## src/rtl/etl_pkg.sv

```systemverilog
package etl_pkg;
  localparam int unsigned DATA_W = 8;
  localparam int unsigned ADDR_W = 8;
  localparam int unsigned CNT_W = 5;
  localparam int unsigned LIMIT_W = 4;
  localparam int unsigned THR_N = 3;
  localparam logic [7:0] ADDR_HIGH_PULSE_MIN = 8'h94;
  localparam logic [7:0] ADDR_LOW_PULSE_MAX = 8'h95;
  localparam logic [7:0] ADDR_LOW_PULSE_MIN = 8'h96;
  localparam logic [7:0] ADDR_FAULT_COUNT = 8'h97;
  localparam logic [7:0] ADDR_WRITE_GUARD = 8'hA1;
  localparam logic [7:0] ADDR_CONFIG_VERSION = 8'hA7;
  localparam logic [THR_N-1:0][7:0] THR_ADDRS = {ADDR_LOW_PULSE_MIN, ADDR_LOW_PULSE_MAX, ADDR_HIGH_PULSE_MIN};
  localparam logic [7:0] UNLOCK_KEY = 8'h9B;
  localparam logic [7:0] RESET_BYTE = 8'h00;
  localparam logic [4:0] CNT_ZERO = 5'h00;
  localparam logic [4:0] CNT_ONE = 5'h01;
  localparam logic [4:0] CNT_MAX = 5'h1F;
  localparam logic LOCKED_RESET = 1'b0;
  localparam int unsigned LOCK_BIT = 0;
  typedef enum logic {LOAD_WAIT, LOAD_DONE} etl_load_t;
endpackage

```

## src/rtl/etl_threshold_lock_regs.sv

```systemverilog
`timescale 1ns/1ps
// Operation
// High-pulse minimum threshold, 8-bit read/write
// Low-pulse maximum threshold, 8-bit read/write
// Low-pulse minimum threshold, 8-bit read/write
// Threshold writes accepted only while monitor stopped
// Fault counter 5-bit read-only, upper bits zero
// Counter cleared when stopped or host reset
// Writing key 0x9B unlocks protected registers
// Writing any other byte locks them
// Written byte not stored; reads lock bit only
// Lock bit 0 unlocked, 1 locked; resets 0x00
// Customer version byte, default from nonvolatile memory
// Error handling when counter exceeds limit
// Run bit gates monitor operation
// Ignored threshold writes leave value unchanged
module etl_threshold_lock_regs
  import etl_pkg::*;
(
  input wire logic core_clk,
  input wire logic rst,
  input wire logic [etl_pkg::ADDR_W-1:0] regAddr,
  input wire logic [etl_pkg::DATA_W-1:0] regWdata,
  input wire logic regWrEn,
  input wire logic regRdEn,
  output logic [etl_pkg::DATA_W-1:0] regRdata,
  input wire logic monitorRunBit,
  input wire logic [etl_pkg::LIMIT_W-1:0] monitorFaultCountLimit,
  input wire logic monitorFaultEvent,
  input wire logic hostResetEvent,
  input wire logic [etl_pkg::DATA_W-1:0] nvmConfigVersion,
  output logic [etl_pkg::DATA_W-1:0] highPulseMinThreshold,
  output logic [etl_pkg::DATA_W-1:0] lowPulseMaxThreshold,
  output logic [etl_pkg::DATA_W-1:0] lowPulseMinThreshold,
  output logic [etl_pkg::CNT_W-1:0] monitorFaultCounter,
  output logic configLocked,
  output logic errorHandlingStart
);
  import etl_pkg::*;

  function automatic logic wrHit(input logic en, input logic [ADDR_W-1:0] addr, input logic [ADDR_W-1:0] target);
    wrHit = en && (addr == target);
  endfunction

  logic [DATA_W-1:0] thrQ [THR_N];
  logic [DATA_W-1:0] thrD [THR_N];
  logic [CNT_W-1:0] cntQ, cntD;
  logic lockedQ, lockedD;
  logic [DATA_W-1:0] versionQ, versionD;
  etl_load_t loadQ, loadD;
  logic errStartQ, errStartD;
  logic [DATA_W-1:0] rdataQ, rdataD;
  logic thrWriteOk;

  // Thresholds frozen while running or locked
  assign thrWriteOk = !monitorRunBit && !lockedQ;

  genvar gi;
  generate
    for (gi = 0; gi < THR_N; gi++) begin : gThr
      always_comb begin
        thrD[gi] = thrQ[gi];
        if (wrHit(regWrEn, regAddr, THR_ADDRS[gi]) && thrWriteOk) begin
          thrD[gi] = regWdata;
        end
      end
      always_ff @(posedge core_clk) begin
        if (rst) begin
          thrQ[gi] <= RESET_BYTE;
        end else begin
          thrQ[gi] <= thrD[gi];
        end
      end
    end
  endgenerate

  // Fault counter and error handling trigger
  always_comb begin
    cntD = cntQ;
    if (!monitorRunBit || hostResetEvent) begin
      cntD = CNT_ZERO;
    end else if (monitorFaultEvent && cntQ != CNT_MAX) begin
      cntD = cntQ + CNT_ONE;
    end
    errStartD = monitorRunBit && (cntQ > {1'b0, monitorFaultCountLimit});
  end

  always_ff @(posedge core_clk) begin
    if (rst) begin
      cntQ <= CNT_ZERO;
      errStartQ <= 1'b0;
    end else begin
      cntQ <= cntD;
      errStartQ <= errStartD;
    end
  end

  // Lock key and version byte
  always_comb begin
    lockedD = lockedQ;
    versionD = versionQ;
    loadD = loadQ;
    if (wrHit(regWrEn, regAddr, ADDR_WRITE_GUARD)) begin
      lockedD = (regWdata != UNLOCK_KEY);
    end
    case (loadQ)
      LOAD_WAIT: begin
        versionD = nvmConfigVersion;
        loadD = LOAD_DONE;
      end
      LOAD_DONE: begin
        if (wrHit(regWrEn, regAddr, ADDR_CONFIG_VERSION) && !lockedQ) begin
          versionD = regWdata;
        end
      end
      default: begin
        loadD = LOAD_WAIT;
      end
    endcase
  end

  always_ff @(posedge core_clk) begin
    if (rst) begin
      lockedQ <= LOCKED_RESET;
      versionQ <= RESET_BYTE;
      loadQ <= LOAD_WAIT;
    end else begin
      lockedQ <= lockedD;
      versionQ <= versionD;
      loadQ <= loadD;
    end
  end

  // Registered read port
  always_comb begin
    rdataD = rdataQ;
    if (regRdEn) begin
      case (regAddr)
        ADDR_HIGH_PULSE_MIN: rdataD = thrQ[0];
        ADDR_LOW_PULSE_MAX: rdataD = thrQ[1];
        ADDR_LOW_PULSE_MIN: rdataD = thrQ[2];
        ADDR_FAULT_COUNT: rdataD = {3'h0, cntQ};
        ADDR_WRITE_GUARD: begin
          rdataD = RESET_BYTE;
          rdataD[LOCK_BIT] = lockedQ;
        end
        ADDR_CONFIG_VERSION: rdataD = versionQ;
        default: rdataD = RESET_BYTE;
      endcase
    end
  end

  always_ff @(posedge core_clk) begin
    if (rst) begin
      rdataQ <= RESET_BYTE;
    end else begin
      rdataQ <= rdataD;
    end
  end

  assign regRdata = rdataQ;
  assign highPulseMinThreshold = thrQ[0];
  assign lowPulseMaxThreshold = thrQ[1];
  assign lowPulseMinThreshold = thrQ[2];
  assign monitorFaultCounter = cntQ;
  assign configLocked = lockedQ;
  assign errorHandlingStart = errStartQ;
endmodule

```

## config.mk

```make
export PLATFORM = sky130hd
export DESIGN_NAME = etl_threshold_lock_regs
export DESIGN_NICKNAME = d
export VERILOG_FILES = /design/src/rtl/etl_pkg.sv /design/src/rtl/etl_threshold_lock_regs.sv
export SDC_FILE = /design/constraint.sdc
export NUM_CORES = 1
export LEC_CHECK = 0
export BUFFER_PORTS_ARGS = -buffer_cell sky130_fd_sc_hd__buf_2
export CAP_MARGIN = 5
export CORE_UTILIZATION = 51
export DETAILED_ROUTE_END_ITERATION = 12
export MAX_ROUTING_LAYER = met4
export PLACE_DENSITY_LB_ADDON = 0.3
export SYNTH_ARGS = -nofsm -noshare
export SYNTH_HDL_FRONTEND = slang
export SYNTH_SLANG_ARGS = --single-unit
```

## constraint.sdc

```tcl
create_clock -name core_clk -period 2.4 [get_ports core_clk]
set_clock_uncertainty 0.1 [all_clocks]
set_input_delay 0.12 -clock core_clk [delete_from_list [all_inputs] [get_ports core_clk]]
set_output_delay 0.12 -clock core_clk [all_outputs]
set_load 0.02 [all_outputs]
```

---- Word level (Yosys, flattened, before mapping) ----
Memories as Yosys holds them, arrays and structs flattened.
Cells that the tools add are included.
storage, ports and cells
  bits of input ports ..................... 35
  memories kept ........................... 1
  register bits ........................... 24
  bits in writable memories ............... 24
  logic and storage cells ................. 50
  output and inout port bits .............. 39
operators by class
  multiplexer cells ....................... 12
  magnitude comparators ................... 1
  eq/ne operators ......................... 9
  reduce and logical (&&, ||, !) cells .... 16
  bitwise logic cells ..................... 4
  add/subtract/negate cells ............... 1
memory list
  memory  words  bits a word  read ports  clocked after memory_dff  write ports  RTL line                       RTL
  thrQ    3      8            3           0                         3            etl_threshold_lock_regs.sv:45  logic [DATA_W-1:0] thrQ [THR_N];
operators by type and width
  cell                   count
  $mux W8                7
  $eq A8 B8 Y1 const B   6
  $pmux W8 S6            1
  $pmux W8 S2            1
  $logic_and A1 B1 Y1    12
  $ne A8 B8 Y1 const B   1
  $add A5 B1 Y5 const B  1
  $gt A5 B4 Y1           1
  $ne A5 B5 Y1 const B   1
  $mux W1                3
  $or A1 B1 Y1           3
  $logic_not A1 Y1       2
  $ne A2 B1 Y1 const B   1
  $reduce_or A2 Y1       1
  $logic_or A1 B1 Y1     1
  $not A1 Y1             1

---- Longest topological paths before layout ----
  depth in word-level cells ............... 5
  mapped depth ............................ 8
  gate-level depth less buffers ........... 7

---- Worst setup path before layout ----
Ideal clock, no wire load.
  path type ............................... reg-to-reg
  from .................................... register cntQ[0] (netlist: monitorFaultCounter[0])
  to ...................................... register cntQ[3] (netlist: monitorFaultCounter[3])
  stages on the path, launching flop included .. 9
  data required time ...................... 2181 ps
  arrival time ............................ 1613 ps
  setup slack ............................. 568 ps
  clock period less this slack ............ 1832 ps
  library setup time ...................... 119 ps
  path buffers ............................ 1
  cell sequence ........................... dfxtp_1 ha_1 and3_1 ha_1 nor2b_1 clkbuf_1 nand4_1 xor2_1 nor2_1
between the ends
  longest elaborated chain between the ends .. 2
  elaborated cells on any way between the ends .. 3
  classes of those cells .................. 1 x add/sub; 1 x eq/ne; 1 x reduce/logical
ends and longest elaborated chain
  item                                                   RTL line                       RTL
  from (decl)                                            etl_threshold_lock_regs.sv:47  logic [CNT_W-1:0] cntQ, cntD;
  from (signal assigned)                                 etl_threshold_lock_regs.sv:93  cntQ <= cntD;
  branches (longest 2 deep; another with $add A5 B1 Y5)  --
Parallel ways; which one is timed is not known.
A chain may end at the register's enable or synchronous reset.

---- Final worst setup path ----
Same ends and word-level chain as after synthesis.

==> impl_metrics.env <==
export IMPL_critical_path_class="reg2reg"
export IMPL_fin_total_pwr_mw=1.47
export IMPL_fin_tns_setup_ns=0
export IMPL_fin_crit_sh_pct=79.5
export IMPL_synth_commonest_cells="dfxtp_1 (48), mux2i_1 (42), nor2_1 (33)"
export IMPL_crit_family="simple AND/OR/NAND/NOR gates"
export IMPL_status="finished, final reports clean"
export IMPL_first_pass_iters=4
export IMPL_crit_fanout=6
export IMPL_crit_top_cell="ha_1"
export IMPL_crit_arrival_ns=2.00
export IMPL_place_gp_congestion=0.852
export IMPL_post_route_util_pct=65.1
export IMPL_syn_avg_cell_area_um2=9.83
export IMPL_coreArea_mm2=0.00441
export IMPL_setup_viol=0
export IMPL_power_density_mw_per_mm2=513
export IMPL_yosys_register_bits=48
export IMPL_place_hpwl_um=4400
export IMPL_ff2ff_setup_slack_ns=0.49
export IMPL_netlist_area_mm2=0.00237
export IMPL_die_h_um=70.2
export IMPL_ys_async_sr_fraction_pct=0
export IMPL_fp_dieArea_mm2=0.00492
export IMPL_worst_pin_slew_ns=0.747
export IMPL_synth_compound_area_share_pct=15.8
export IMPL_finalWorstSetupSlack_ns=0.492
export IMPL_synth_top_area_share_pct=40.5
export IMPL_dp_slack_ns=0.505
export IMPL_rsz0062_at_grt="no"
export IMPL_dp_cells=358
export IMPL_synth_mux_area_share_pct=17.7
export IMPL_viasPerCell=5.65
export IMPL_row_count=24
export IMPL_clk_pin_slew_ns=0.09
export IMPL_io_pins=74
export IMPL_crit_required_ns=2.50
export IMPL_maxCapViolations=0
export IMPL_synth_top_area_cell="dfxtp_1"
export IMPL_drt_total_wl_um=5880
export IMPL_grt_overflow=0
export IMPL_drt_iter0_drc=123
export IMPL_htreeDepth=2
export IMPL_end_kind="flip-flop"
export IMPL_worst_path_buf_inv=0
export IMPL_ys_flop_type="dfxtp_1"
export IMPL_period_minus_slack_ns=1.91
export IMPL_yosys_warnings=0
export IMPL_path_cells="ha_1 -> and3_1 -> ha_1 -> nor2b_1 -> nand4_1 -> xor2_1 -> nor2_1"
export IMPL_root_buffer="clkbuf_8"
export IMPL_hold_class="in2reg"
export IMPL_synth_xor_xnor_area_share_pct=1.48
export IMPL_final_cells=369
export IMPL_grt_usage_pct=26.3
export IMPL_synth_cells=241
export IMPL_synthSimpleGateAreaFrac_pct=17.2
export IMPL_fmax_mhz=524
export IMPL_cts_sinks=48
export IMPL_grt_pass1_vias=1930
export IMPL_antenna_found_initial=0
export IMPL_max_slew_margin_pct=50.0
export IMPL_cts_buffers=5
export IMPL_cts_tree="done"
export IMPL_max_stage_delay_ns=0.37
export IMPL_layout_drive_gt1_share_pct=28.7
export IMPL_start_util_pct=53.7
export IMPL_num_nets_final=357
export IMPL_p_leak_nw=1.42
export IMPL_synth_edf_count=0
export IMPL_postRouteAntennaNets=0
export IMPL_ys_seq_area_share_pct=40.5
export IMPL_final_hold_violation_count=0
export IMPL_peakVddDrop_v=0.000326
export IMPL_port_buffer_count=73
export IMPL_synthAdderAreaFrac_pct=3.17
export IMPL_area_growth_pct=21.3
export IMPL_cpMaxStageDelayCell="dfxtp_1"
export IMPL_grt_pass1_wl_um=9680
export IMPL_num_antenna_cells=0
export IMPL_syn_nets=282
export IMPL_drv_slew=0
export IMPL_yosysMostFrequentCell="dfxtp_1"
export IMPL_synth_top_family_by_area="multiplexers"
export IMPL_drc=0
export IMPL_cts_resized=0
export IMPL_start_kind="flip-flop"
export IMPL_vias=2085
export IMPL_clock_latency_ns=0.30
export IMPL_synth_area_top_cells="dfxtp_1 (41%), mux2i_1 (18%), nor2_1 (5.2%)"
export IMPL_die_x_um=70.2
export IMPL_wl_per_cell_um=15.9
export IMPL_clock_path_buffers=2
export IMPL_grt_max_degree=27
export IMPL_yosysUniqueCellTypes=41
==> logic make-up (layout without fill, tap and decap cells) <==
family | after synthesis | in the layout
simple gates | 70 | 70
compound gates | 54 | 54
xor+xnor | 4 | 4
mux | 42 | 42
flops | 48 | 48
fa+ha+maj | 6 | 6
buf+inv | 17 | 93
==> final timing paths <==
| check | from | end | depth (start not counted) |
|---|---|---|---|
| min | nvmConfigVersion[4] | versionQ[4] | 3 |
| max reg2reg | monitorFaultCounter[0] | monitorFaultCounter[3] | 7 |
| min reg2reg | regRdata[3] | regRdata[3] | 2 |
| max | monitorFaultCounter[0] | monitorFaultCounter[3] | 7 |
==> power breakdown <==
group / total, mW / switching (mW) / internal [mW]
Sequential: 0.816 / 0.00717 / 0.809
Combinational: 0.149 / 0.0867 / 0.0623
Clock: 0.510 / 0.274 / 0.236
Total: 1.47 / 0.368 / 1.11
==> worst min-delay path, cell delays in order <==
cell and delay [ns]:
buf_2 0.07, mux2i_1 0.05, a21oi_1 0.12
==> sequential cells by signal, indices dropped and copies added (netlist names) <==
signal	count
regRdata	8
configLocked	1
versionQ	8
thrQ	24
loadQ	1
errorHandlingStart	1
monitorFaultCounter	5
==> layout by cell type (no fill, tap or decap), types with 2 or more instances in the layout <==
master          n
buf_2          73
dfxtp_1        48
mux2i_1        42
nor2_1         33
o21ai_0        16
nand2_1        10
a21oi_1        10
o2bb2ai_1       8
a22oi_1         8
inv_1           6
ha_1            6
clkbuf_8        6
nor2b_1         5
a22o_1          5
nand2b_1        3
xor2_1          3
dlygate4sd3_1   3
buf_4           3
nand4_2         2
nand4bb_1       2
nor3_1          2
o21ai_1         2
nand4_1         2
==> final cells by class <==
type | instances | area (um^2)
flip-flops and latches | 48 | 961
multi-input cells | 176 | 1310
well taps | 52 | 65.1
repair buffers | 79 | 418
inverters | 6 | 22.5
clock buffers | 6 | 82.6
fillers | 382 | 1540
clock inverters | 2 | 13.8
==> per-layer routing <==
layer  global-route usage [%]  wire length, um  vias up
li1                         -                -     1028
met1                     35.9             2750      960
met2                     39.3             2700       86
met3                     5.05              334       11
met4                     8.44               98        0
met5                        -                0        -
==> per-stage QoR <==
| stage | area (um^2) | hold slack, ns |
|---|---|---|
| 3_3_place_gp | 2750 | 0.257 |
| 3_5_place_dp | 2750 | 0.256 |
| 6_report | 2880 | 0.00361 |
| 5_1_grt | 2880 | 0.0160 |
| 4_1_cts | 2880 | 0.00487 |
| 2_1_floorplan | 2370 | 0.120 |
==> what timing repair did <==
action | 4_1_cts | 5_1_grt
hold endpoints to repair | 3 | 0
hold buffers | 3 | 0
setup buffers | 0 | 0
(Power assumes the default switching activity.)
